`config.mk`:
```
export PLATFORM = sky130hd
export DESIGN_NAME = tcic_timer
export DESIGN_NICKNAME = d
export VERILOG_FILES = /design/src/verilog/tcic_pkg.sv /design/src/verilog/tcic_edge_sync.sv /design/src/verilog/tcic_timer.sv
export SDC_FILE = /design/constraint.sdc
export NUM_CORES = 1
export LEC_CHECK = 0
export ABC_AREA = 1
export BUFFER_PORTS_ARGS = -buffer_cell sky130_fd_sc_hd__buf_2
export CORE_MARGIN = 2
export CORE_UTILIZATION = 30
export DETAILED_ROUTE_END_ITERATION = 8
export GPL_TIMING_DRIVEN = 0
export SLEW_MARGIN = 20
export SYNTH_ARGS = -nofsm -noshare
export SYNTH_HDL_FRONTEND = slang
export SYNTH_SLANG_ARGS = --single-unit
```
`constraint.sdc`:
```
create_clock -name pclk -period 1.45 [get_ports pclk]
set_input_delay 0.29 -clock pclk [delete_from_list [all_inputs] [get_ports pclk]]
set_output_delay 0.29 -clock pclk [all_outputs]
set_load 0.01 [all_outputs]
```
`src/verilog/tcic_pkg.sv`:
```
/*
 * tcic_pkg: register offsets, field positions, reset values and sizes of the
 * timer counter with input capture.
 * Assumes a 32-bit APB with word-aligned registers; data sits in bits 15:0.
 */
package tcic_pkg;

    // register byte offsets
    localparam logic [7:0] TCIC_OFF_CAPA   = 8'h00;
    localparam logic [7:0] TCIC_OFF_CAPB   = 8'h04;
    localparam logic [7:0] TCIC_OFF_COUNT  = 8'h10;
    localparam logic [7:0] TCIC_OFF_CTRL1  = 8'h14;
    localparam logic [7:0] TCIC_OFF_CTRL2  = 8'h18;
    localparam logic [7:0] TCIC_OFF_STATUS = 8'h1C;

    // control one fields
    localparam int TCIC_CR1_EXT_CLK   = 15;
    localparam int TCIC_CR1_EXT_EDGE  = 14;
    localparam int TCIC_CR1_CAPB_EDGE = 2;
    localparam int TCIC_CR1_CAPA_EDGE = 1;

    // control two fields
    localparam int TCIC_CR2_CAPA_IE  = 15;
    localparam int TCIC_CR2_CAPB_IE  = 12;
    localparam int TCIC_CR2_OVF_IE   = 13;
    localparam int TCIC_CR2_PRE_LSB  = 0;
    localparam int TCIC_CR2_PRE_MSB  = 7;

    // status fields
    localparam int TCIC_SR_CAPA = 15;
    localparam int TCIC_SR_OVF  = 13;
    localparam int TCIC_SR_CAPB = 12;

    // reset and load values
    localparam logic [15:0] TCIC_COUNT_LOAD  = 16'hFFFC;
    localparam logic [15:0] TCIC_COUNT_RST   = 16'hFFFC;
    localparam logic [15:0] TCIC_REG_RST     = 16'h0000;
    localparam logic [7:0]  TCIC_PRE_RST     = 8'h00;
    localparam logic [15:0] TCIC_COUNT_MAX   = 16'hFFFF;

    // synchroniser depth
    localparam int TCIC_SYNC_STAGES = 2;

endpackage

```
`src/verilog/tcic_edge_sync.sv`:
```
/*
 * tcic_edge_sync: two-flop synchroniser with selectable edge detector for
 * one asynchronous pin.
 * Assumes the pin is slower than a quarter of pclk so no edge is missed.
 */
`timescale 1ns/1ns
`default_nettype none

module tcic_edge_sync
    import tcic_pkg::*;
(
    // clock and reset
    input  wire logic pclk,
    input  wire logic presetn,
    // pin and edge choice
    input  wire logic pin_in,
    input  wire logic rise_sel,
    // one-cycle pulse on the chosen edge
    output logic      edge_pulse
);

    logic meta_r;
    logic sync_r;
    logic last_r;

    // meta_r is read only by sync_r, guarding against metastability
    always_ff @(posedge pclk or negedge presetn) begin
        if (!presetn) begin
            meta_r <= 1'b0;
            sync_r <= 1'b0;
            last_r <= 1'b0;
        end else begin
            meta_r <= pin_in;
            sync_r <= meta_r;
            last_r <= sync_r;
        end
    end

    // edge choice: high selects rising, low selects falling
    assign edge_pulse = rise_sel ? (sync_r & ~last_r) : (~sync_r & last_r);

endmodule

`default_nettype wire

```
`src/verilog/tcic_timer.sv`:
```
/*
 * tcic_timer: 16-bit up counter with prescaler or external count input,
 * overflow flag and two input capture channels, as an APB slave.
 * Assumes pins are asynchronous to pclk; APB master follows the standard.
 */
// The implementer's own choices: the APB slave port and the register offsets.
// Overview of operation
// - counter write loads FFFCh regardless of data
// - clock select bit picks internal or external
// - internal rate from eight-bit prescale field
// - prescaler divides pclk by value plus one
// - wrap from maximum to zero sets overflow
// - overflow irq when flag and enable set
// - status write bit13 zero clears overflow
// - writing one to flags leaves them unchanged
// - edge select picks active external edge
// - external counts synchronised to pclk rising edge
// - each channel latches counter on active edge
// - capture registers read-only to software
// - per-channel edge select in control one
// - capture sets flag and holds sampled value
// - capture irq when flag and enable set
// - status bit15 or bit12 zero clears capture
// - three sources ORed into one timer irq
`timescale 1ns/1ns
`default_nettype none

module tcic_timer
    import tcic_pkg::*;
(
    // apb clock and reset
    input  wire logic        pclk,
    input  wire logic        presetn,
    // apb slave
    input  wire logic        psel,
    input  wire logic        penable,
    input  wire logic        pwrite,
    input  wire logic [7:0]  paddr,
    input  wire logic [31:0] pwdata,
    output logic [31:0]      prdata,
    output logic             pready,
    output logic             pslverr,
    // external pins
    input  wire logic        external_count_input,
    input  wire logic        capture_a_input,
    input  wire logic        capture_b_input,
    // interrupts
    output logic             capture_a_interrupt,
    output logic             capture_b_interrupt,
    output logic             overflow_interrupt,
    output logic             timer_irq
);

    // registers
    logic [15:0] count_value_reg_r;
    logic [15:0] capture_a_value_r;
    logic [15:0] capture_b_value_r;
    logic [15:0] control_reg_one_r;
    logic [15:0] control_reg_two_r;
    logic        overflow_flag_r;
    logic        capture_a_flag_r;
    logic        capture_b_flag_r;
    logic [7:0]  pre_cnt_r;
    logic [31:0] prdata_r;

    // control field views
    wire        external_clock_select      = control_reg_one_r[TCIC_CR1_EXT_CLK];
    wire        external_clock_edge_select = control_reg_one_r[TCIC_CR1_EXT_EDGE];
    wire        capture_a_edge_select      = control_reg_one_r[TCIC_CR1_CAPA_EDGE];
    wire        capture_b_edge_select      = control_reg_one_r[TCIC_CR1_CAPB_EDGE];
    wire        capture_a_irq_enable       = control_reg_two_r[TCIC_CR2_CAPA_IE];
    wire        capture_b_irq_enable       = control_reg_two_r[TCIC_CR2_CAPB_IE];
    wire        overflow_irq_enable        = control_reg_two_r[TCIC_CR2_OVF_IE];
    wire [7:0]  prescale_factor =
        control_reg_two_r[TCIC_CR2_PRE_MSB:TCIC_CR2_PRE_LSB];

    // apb decode; single-cycle access phase
    wire        acc        = psel & penable;
    wire        wr         = acc & pwrite;
    wire        rd         = acc & ~pwrite;
    wire        hit_capa   = (paddr == TCIC_OFF_CAPA);
    wire        hit_capb   = (paddr == TCIC_OFF_CAPB);
    wire        hit_count  = (paddr == TCIC_OFF_COUNT);
    wire        hit_ctrl1  = (paddr == TCIC_OFF_CTRL1);
    wire        hit_ctrl2  = (paddr == TCIC_OFF_CTRL2);
    wire        hit_status = (paddr == TCIC_OFF_STATUS);
    wire        mapped     = hit_capa | hit_capb | hit_count
                           | hit_ctrl1 | hit_ctrl2 | hit_status;
    wire        wr_count   = wr & hit_count;
    wire        wr_status  = wr & hit_status;

    assign pready  = 1'b1;
    assign pslverr = acc & ~mapped;

    // pin synchronisers and edge detectors
    logic ext_edge;
    logic capa_edge;
    logic capb_edge;

    tcic_edge_sync u_sync_ext (
        .pclk       (pclk),
        .presetn    (presetn),
        .pin_in     (external_count_input),
        .rise_sel   (external_clock_edge_select),
        .edge_pulse (ext_edge)
    );

    tcic_edge_sync u_sync_capa (
        .pclk       (pclk),
        .presetn    (presetn),
        .pin_in     (capture_a_input),
        .rise_sel   (capture_a_edge_select),
        .edge_pulse (capa_edge)
    );

    tcic_edge_sync u_sync_capb (
        .pclk       (pclk),
        .presetn    (presetn),
        .pin_in     (capture_b_input),
        .rise_sel   (capture_b_edge_select),
        .edge_pulse (capb_edge)
    );

    // count enable: prescaler terminal or synchronised external edge
    wire pre_done  = (pre_cnt_r == prescale_factor);
    wire count_en  = external_clock_select ? ext_edge : pre_done;
    wire count_top = (count_value_reg_r == TCIC_COUNT_MAX);
    // a load in the same cycle cancels the roll-over, so no false flag
    wire wrap      = count_en & count_top & ~wr_count;

    // prescaler next value: counts 0..factor, so divides by factor plus one
    wire       pre_restart = pre_done | wr_count;
    wire [7:0] pre_cnt_nxt = pre_restart ? TCIC_PRE_RST : pre_cnt_r + 8'h01;

    // prescaler register; a counter write also restarts it
    always_ff @(posedge pclk or negedge presetn) begin
        if (!presetn) begin
            pre_cnt_r <= TCIC_PRE_RST;
        end else begin
            pre_cnt_r <= pre_cnt_nxt;
        end
    end

    // counter next value; a software write wins over a count in that cycle
    wire [15:0] count_inc           = count_value_reg_r + 16'h0001;
    wire [15:0] count_value_reg_nxt = wr_count ? TCIC_COUNT_LOAD :
                                      count_en ? count_inc : count_value_reg_r;

    // main counter register
    always_ff @(posedge pclk or negedge presetn) begin
        if (!presetn) begin
            count_value_reg_r <= TCIC_COUNT_RST;
        end else begin
            count_value_reg_r <= count_value_reg_nxt;
        end
    end

    // capture next values; hardware only, the bus has no write path
    wire [15:0] capture_a_value_nxt =
        capa_edge ? count_value_reg_r : capture_a_value_r;
    wire [15:0] capture_b_value_nxt =
        capb_edge ? count_value_reg_r : capture_b_value_r;

    // capture a register; read-only to software
    always_ff @(posedge pclk or negedge presetn) begin
        if (!presetn) begin
            capture_a_value_r <= TCIC_REG_RST;
        end else begin
            capture_a_value_r <= capture_a_value_nxt;
        end
    end

    // capture b register; read-only to software
    always_ff @(posedge pclk or negedge presetn) begin
        if (!presetn) begin
            capture_b_value_r <= TCIC_REG_RST;
        end else begin
            capture_b_value_r <= capture_b_value_nxt;
        end
    end

    // control write strobes and next values; upper bus half ignored
    wire        wr_ctrl1            = wr & hit_ctrl1;
    wire        wr_ctrl2            = wr & hit_ctrl2;
    wire [15:0] control_reg_one_nxt = wr_ctrl1 ? pwdata[15:0] : control_reg_one_r;
    wire [15:0] control_reg_two_nxt = wr_ctrl2 ? pwdata[15:0] : control_reg_two_r;

    // control one register
    always_ff @(posedge pclk or negedge presetn) begin
        if (!presetn) begin
            control_reg_one_r <= TCIC_REG_RST;
        end else begin
            control_reg_one_r <= control_reg_one_nxt;
        end
    end

    // control two register
    always_ff @(posedge pclk or negedge presetn) begin
        if (!presetn) begin
            control_reg_two_r <= TCIC_REG_RST;
        end else begin
            control_reg_two_r <= control_reg_two_nxt;
        end
    end

    // status clears: a zero clears, a one keeps
    wire clr_ovf  = wr_status & ~pwdata[TCIC_SR_OVF];
    wire clr_capa = wr_status & ~pwdata[TCIC_SR_CAPA];
    wire clr_capb = wr_status & ~pwdata[TCIC_SR_CAPB];

    // sticky flag next values; a set in the clear cycle wins so no event is lost
    wire overflow_flag_nxt  = wrap      | (overflow_flag_r  & ~clr_ovf);
    wire capture_a_flag_nxt = capa_edge | (capture_a_flag_r & ~clr_capa);
    wire capture_b_flag_nxt = capb_edge | (capture_b_flag_r & ~clr_capb);

    // overflow flag
    always_ff @(posedge pclk or negedge presetn) begin
        if (!presetn) begin
            overflow_flag_r <= 1'b0;
        end else begin
            overflow_flag_r <= overflow_flag_nxt;
        end
    end

    // capture a flag
    always_ff @(posedge pclk or negedge presetn) begin
        if (!presetn) begin
            capture_a_flag_r <= 1'b0;
        end else begin
            capture_a_flag_r <= capture_a_flag_nxt;
        end
    end

    // capture b flag
    always_ff @(posedge pclk or negedge presetn) begin
        if (!presetn) begin
            capture_b_flag_r <= 1'b0;
        end else begin
            capture_b_flag_r <= capture_b_flag_nxt;
        end
    end

    // status read image
    wire [15:0] status_reg = (16'h0001 << TCIC_SR_CAPA) & {16{capture_a_flag_r}}
                           | (16'h0001 << TCIC_SR_OVF)  & {16{overflow_flag_r}}
                           | (16'h0001 << TCIC_SR_CAPB) & {16{capture_b_flag_r}};

    // read mux; unmapped reads return zero
    wire [15:0] rd_mux = hit_capa   ? capture_a_value_r :
                         hit_capb   ? capture_b_value_r :
                         hit_count  ? count_value_reg_r :
                         hit_ctrl1  ? control_reg_one_r :
                         hit_ctrl2  ? control_reg_two_r :
                         hit_status ? status_reg        : 16'h0000;

    // read data taken at the end of the setup cycle, so it stands at the access edge
    wire        rd_setup   = psel & ~penable & ~pwrite;
    wire [31:0] prdata_nxt = rd_setup ? {16'h0000, rd_mux} : prdata_r;

    // read data register
    always_ff @(posedge pclk or negedge presetn) begin
        if (!presetn) begin
            prdata_r <= 32'h0000_0000;
        end else begin
            prdata_r <= prdata_nxt;
        end
    end

    assign prdata = prdata_r;

    // interrupt lines: pending flag gated by its enable
    assign overflow_interrupt  = overflow_flag_r  & overflow_irq_enable;
    assign capture_a_interrupt = capture_a_flag_r & capture_a_irq_enable;
    assign capture_b_interrupt = capture_b_flag_r & capture_b_irq_enable;

    // global line; compare sources live in the compare unit, absent here
    assign timer_irq = overflow_interrupt | capture_a_interrupt
                     | capture_b_interrupt;

    // external edges closer than one pclk may be merged by the detector

endmodule

`default_nettype wire

```
==> metrics.md, run 1 <==
| Metric | Value |
|---|---|
| Hold_ws | `0.120 ns` |
| Row cnt | `52` |
| Die height | `147 um` |
| Setup slack, reg-to-reg | `-0.08 ns` |
| Power density over the cells | `1460 mW/mm2` |
| Die W | `147 um` |
| Die area | `0.0216 mm2` |
| Final-report setup violation count | `9` |
| Global-route total usage across every layer | `16.4%` |
| Average cell area after synthesis | `7.79 um2` |
| Fillers | `2035` |
| Remaining Overflow, GRT | `0` |
| Most common cell after layout, fill and taps aside | `nand2_1` |
| First-pass GRT wire length | `27600 um` |
| Drt initial violations | `347` |
| Finished Cell Area | `0.00810 mm2` |
| CP arrival | `1.89 ns` |
| Fmax | `0.654 GHz` |
| Tmin final | `1.53 ns` |
| Antenna Violating Nets Remaining | `0` |
| Clock Path Buffers | `2` |
| 1st-pass router iterations | `5` |
| Slew Limit Headroom | `58.7%` |
| R2R cell count | `7` |
| Layout cells sized above 1 | `28.5%` |
| Worst-path fanout max | `4` |
| Vias in the first global route | `5213` |
| Most frequent cells in the layout | `196 x nand2_1, 98 x dfrtp_1, 83 x nand3_1` |
| Fraction of registers with async set/reset | `100%` |
| Met2 GRT Util | `25.8%` |
| Initial Utilization | `30.4%` |
| WHS Path Cells | `3` |
| Critical Path End Type | `flop` |
| Routability congestion estimate | `0.834` |
| Startpoint Class | `flop` |
| Final setup margin | `-0.0786 ns` |
| Sequential area share after synthesis | `47.6%` |
| TritonCTS clock tree | `done` |
| CTS HTree Levels | `4` |
| Data required time at the worst endpoint | `1.81 ns` |
| Final net count | `961` |
| Area grow syn2layout | `31.9%` |
| Ant. Diodes | `0` |
| Post-synthesis register bit count | `116` |
| Mapped cell area | `0.00614 mm2` |
| Clk_lat worst skew | `0.43 ns` |
| Critical path type | `reg2reg` |
| Clock root buffer | `clkbuf_16` |
| CTS clk-pin slew, worst paths | `0.06 ns` |
| Max Cap Viol | `0` |
| Drc violations | `0` |
| Clock skew | `0.00710 ns` |
| WL final | `17400 um` |
| Cells after Synth | `788` |
| Vias per cell | `4.73` |
| Max-slew violation count | `0` |
| Static Leak | `4.08 nW` |
| GRT met3 Usage | `3.82%` |
| Finished Core Util | `40.2%` |
| HPWL Detailed | `11900 um` |
| Peak supply drop | `0.544 mV` |
| Global routing's busiest layer | `met2` |
| Io pins | `86` |
| Clock Sink Count | `116` |
| Fin crit share | `105%` |
| Final hold vios | `0` |
| Hold crit path type | `in2reg` |
| Placeable Area | `0.0202 mm2` |
| Port Buffers | `52` |
| Post-route setup TNS | `-0.220 ns` |
| Top FF cell, synth | `dfrtp_1` |
| Worst-Margin Slew | `0.620 ns` |
| Status | `finished, violations left` |
| Largest net degree at the start of global routing | `65` |
| Number of buffers created by CTS | `17` |
| Mean routed wirelength per cell | `14.6 um` |
| RSZ-0062 raised after global routing | `yes` |
| Initial antenna violation count | `0` |
| Failing checks | `setup timing` |
| Dpl cell area | `0.00683 mm2` |
| Vias | `5641` |
| Post-synth EDFFs | `0` |
| Post-synth cell types | `35` |
| Met1 Usage GRT | `22.3%` |
| Synth warn | `0` |
==> flip-flops by register name, indices dropped and copies added, names as in the netlist, 8 cells and up <==
signal and flops:
capture_a_value_r 16, capture_b_value_r 16, count_value_reg_r 16, control_reg_two_r 16
control_reg_one_r 16, prdata 16, pre_cnt_r 8
==> synthesized netlist by cell type, types with 6 or more instances <==
| cell type | instances | area, um2 |
|---|---|---|
| a21oi_1 | 28 | 140 |
| buf_2 | 22 | 110 |
| buf_4 | 26 | 195 |
| dfrtp_1 | 102 | 2550 |
| dfstp_2 | 14 | 368 |
| inv_1 | 81 | 304 |
| inv_2 | 6 | 22.5 |
| nand2_1 | 226 | 848 |
| nand3_1 | 86 | 430 |
| nand4_1 | 24 | 150 |
| nor2_1 | 54 | 203 |
| o21ai_0 | 41 | 205 |
| o21ai_1 | 28 | 140 |
==> layer usage <==
metal	wire length (um)	vias to the layer above
li1	-	2750
met1	7910	2685
met2	8190	181
met3	952	25
met4	325	0
met5	0	-
==> final timing paths <==
path,from,endpoint
max,count_value_reg_r[6],overflow_flag_r
max reg2reg,count_value_reg_r[6],overflow_flag_r
min,pwdata[6],control_reg_two_r[6]
max in group asynchronous,presetn,count_value_reg_r[13]
min reg2reg,u_sync_ext.meta_r,u_sync_ext.sync_r
min in group asynchronous,presetn,pre_cnt_r[5]
==> power breakdown <==
group          switching [mW]  internal (mW)
Clock                    1.51           3.03
Combinational            1.73           1.20
Sequential              0.464           3.90
==> cell type report <==
type / count / area [um2] / area share, %
inverters: 87 / 332 / 4.09
plain buffers: 48 / 360 / 4.45
clock inverters: 9 / 150 / 1.85
flip-flops and latches: 116 / 2930 / 36.1
clock buffers: 22 / 484 / 5.98
multi-input cells: 548 / 2840 / 35.0
well taps: 270 / 338 / 4.17
repair buffers: 93 / 673 / 8.31
==> what timing repair did <==
item / CTS / global route
buffers inserted: 16 / 19
cloned: 0 / 1
gates resized for setup: 47 / 46
pin swaps: 14 / 16
setup endpoints to repair: 44 / 58
hold buffers: 4 / 0
hold endpoints to repair: 55 / 0
==> critical path, cell delays in order, from the launching register on <==
cell	delay (ns)
dfstp_2	0.57
buf_12	0.12
nand2_4	0.05
nor3_4	0.22
nand2_1	0.12
nor3b_2	0.19
nand3_1	0.12
nand2_1	0.09
==> stage by stage <==
step,cells,setup slack (ns),power [mW]
after detailed placement,1126,-0.298,6.56
after global placement,1125,-1.46,6.50
after global routing,1193,-0.120,12.5
final,1193,-0.0786,11.8
after CTS,1173,-0.0104,11.4
after floorplan,803,0.0307,5.86
==> cell families after synthesis <==
logic type	synth area share (%)
AO/OA/AOI/OAI	8.15
XOR/XNOR	0.856
adder cells (fa/ha/maj)	0.408
buffers and inverters	10.8
flip-flops	47.6
other	0.122
AND/OR/NAND/NOR	32.1
(Power assumes the default switching activity.)
==> run 2, diff against run 1 <==
--- a/config.mk
+++ b/config.mk
@@ -7,10 +7,10 @@
 export LEC_CHECK = 0
 export ABC_AREA = 1
 export BUFFER_PORTS_ARGS = -buffer_cell sky130_fd_sc_hd__buf_2
-export CORE_MARGIN = 2
 export CORE_UTILIZATION = 30
 export DETAILED_ROUTE_END_ITERATION = 8
 export GPL_TIMING_DRIVEN = 0
+export SETUP_SLACK_MARGIN = 0.05
 export SLEW_MARGIN = 20
 export SYNTH_ARGS = -nofsm -noshare
 export SYNTH_HDL_FRONTEND = slang
==> run 2 against run 1 <==
  * The flow still finishes with violations (setup timing)
  * Power up 4.1%
  * Critical path depth up 1
  * Routed wire length down 0.56%
  * Sequential share of layout area down 0.85 points
  * Cell area up 2.5%
  * Register-to-register slack better by 0.02 ns
  * Via count up 2.1%
  * Worst setup slack better by 0.015 ns
  * Clock skew about the same
  * Critical path type unchanged
  * Critical endpoint is now count_value_reg_r[12]
  * Largest power group unchanged
==> metrics.md, run 2 (synthesized netlist as in run 1, its figures left out) <==
| Metric | Value |
|---|---|
| Drc violations | `0` |
| CP delay by family, top | `flip-flops` |
| Sw frac | `30.4%` |
| Placeable Area | `0.0198 mm2` |
| Setup slack, reg-to-reg | `-0.06 ns` |
| Max Cap Viol | `0` |
| Fin crit share | `104%` |
| Worst-path fanout max | `5` |
| Start point of the critical path | `count_value_reg_r[5]` |
| Critical path type | `reg2reg` |
| Port Buffers | `52` |
| P_int | `8.58 mW` |
| Most frequent cells in the layout | `194 x nand2_1, 96 x dfrtp_1, 82 x nand3_1` |
| Vias in the first global route | `5475` |
| Crit Reg-Reg Endpoint | `count_value_reg_r[12]` |
| Hold_ws | `0.120 ns` |
| CP bufs+invs | `2` |
| Failing checks | `setup timing` |
| Die height | `145 um` |
| Max-slew violation count | `0` |
| HPWL Detailed | `11900 um` |
| WHS Path Cells | `3` |
| Clock root buffer | `clkbuf_16` |
| First-pass GRT wire length | `28900 um` |
| Remaining Overflow, GRT | `0` |
| RSZ-0062 raised after global routing | `yes` |
| Fmax | `0.661 GHz` |
| Vias per cell | `4.80` |
| Peak supply drop | `0.697 mV` |
| CTS HTree Levels | `4` |
| Critical Path End Type | `flop` |
| Layout cells sized above 1 | `31.2%` |
| R2R cell count | `8` |
| Number of buffers created by CTS | `17` |
| Tmin final | `1.51 ns` |
| Worst-Margin Slew | `0.644 ns` |
| WL final | `17300 um` |
| Critical path's largest stage delay | `0.58 ns` |
| Routability congestion estimate | `0.807` |
| Largest net degree at the start of global routing | `67` |
| Ant. Diodes | `0` |
| RR Startpoint | `count_value_reg_r[5]` |
| Data required time at the worst endpoint | `1.81 ns` |
| Initial antenna violation count | `0` |
| Final setup margin | `-0.0631 ns` |
| Power density over the cells | `1490 mW/mm2` |
| Final net count | `972` |
| Io pins | `86` |
| Static Leak | `4.15 nW` |
| Antenna Violating Nets Remaining | `0` |
| Die W | `145 um` |
| 1st-pass router iterations | `5` |
| Initial Utilization | `31.0%` |
| Most numerous cell on the critical path | `nand2_2` |
| Setup WS pre-CTS | `-0.291 ns` |
| Slew Limit Headroom | `57.1%` |
| Finished Core Util | `42.0%` |
| Die area | `0.0210 mm2` |
| Clock Sink Count | `116` |
| TritonCTS clock tree | `done` |
| Hold EP | `control_reg_one_r[8]` |
| Net Sw Power | `3.75 mW` |
| Clock power frac | `40.3%` |
| Startpoint Class | `flop` |
| Status | `finished, violations left` |
| Clk_lat worst skew | `0.43 ns` |
| CP max stage cell | `dfstp_2` |
| CP arrival | `1.87 ns` |
| Hold crit path type | `in2reg` |
| Crit path cell chain | `clkinvlp_4, nor3_4, buf_6, nand3_2, nand2_2, nand3_2, nand2_2, nand2_2` |
| Clock skew | `0.00663 ns` |
| CTS clk-pin slew, worst paths | `0.05 ns` |
| Combinational power share | `24.2%` |
| Finished Cell Area | `0.00830 mm2` |
| Final-report setup violation count | `3` |
| Most common cell after layout, fill and taps aside | `nand2_1` |
| Global-route total usage across every layer | `17.4%` |
| Row cnt | `51` |
| Final hold vios | `0` |
| Area grow syn2layout | `35.2%` |
| Dpl cell area | `0.00683 mm2` |
| Mean routed wirelength per cell | `14.4 um` |
| Min-delay src | `pwdata[8]` |
| Sequential share of power | `35.6%` |
| Vias | `5759` |
| Clock Path Buffers | `2` |
| Drt initial violations | `397` |
==> run 2: changes by cell type in the layout (fill, tap and decap cells not counted), moves of 3 or more <==
cell / before / now
buf_4: 57 / 65
buf_6: 16 / 24
inv_1: 75 / 71
buf_2: 58 / 55
bufinv_16: 4 / 7
clkbuf_8: 4 / 1
clkinv_4: 0 / 3
==> run 2: stage by stage <==
| stage | std cells | power (mW) | setup TNS, ns |
|---|---|---|---|
| 3_3_place_gp | 1120 | 6.49 | -165.18 |
| 3_5_place_dp | 1121 | 6.56 | -8.59 |
| 6_report | 1200 | 12.3 | -0.0905 |
| 2_1_floorplan | 803 | 5.86 | 0 |
| 4_1_cts | 1184 | 12.0 | -0.00252 |
| 5_1_grt | 1200 | 12.9 | -1.15 |
==> run 2: worst max path at each step <==
stage / endpoint / slack, ns / cells after the start
6_report: count_value_reg_r[12] / -0.06 / 8
5_1_grt: overflow_flag_r / -0.12 / 6
4_1_cts: pslverr / -0.003 / 9
3_5_place_dp: overflow_flag_r / -0.29 / 7
3_3_place_gp: prdata[11] / -1.44 / 1
2_1_floorplan: overflow_flag_r / 0.06 / 7
==> run 2: final cells by class <==
| type | instances | area, um2 |
|---|---|---|
| buffer | 49 | 374 |
| clock inverter | 13 | 254 |
| multi-input combinational | 548 | 2890 |
| timing repair buffer | 103 | 742 |
| clock buffer | 19 | 443 |
| tap | 265 | 332 |
| inverter | 87 | 338 |
| sequential | 116 | 2930 |
| fill | 1948 | 11500 |
==> run 2: power groups by stage <==
stage / clock network (mW) / registers [mW] / logic, mW
2_1_floorplan: 0 / 4.22 / 1.64
3_3_place_gp: 0 / 4.34 / 2.16
3_5_place_dp: 0 / 4.35 / 2.21
4_1_cts: 5.03 / 4.35 / 2.58
5_1_grt: 5.18 / 4.46 / 3.30
6_report: 4.96 / 4.39 / 2.98
==> run 2: repair_timing <==
action,CTS,global route
endpoints found under the hold margin,68,0
endpoints found under the setup margin,60,55
gates resized for setup,69,52
setup buffers,28,16
cloned,2,0
hold buffers,4,0
pin swaps,22,22
==> run 2: layer usage <==
layer | vias to the layer above | wire length (um) | track usage, %
li1 | 2770 | - | -
met5 | - | 0 | 0
met3 | 30 | 922 | 2.99
met1 | 2776 | 7890 | 23.7
met2 | 183 | 8080 | 27.1
met4 | 0 | 391 | 7.23
==> run 2: worst register-to-register path, stage by stage (launching register included) <==
cell        delay (ns)
dfstp_2           0.58
clkinvlp_4        0.17
nor3_4            0.24
buf_6             0.13
nand3_2           0.07
nand2_2           0.08
nand3_2           0.06
nand2_2           0.07
nand2_2           0.05
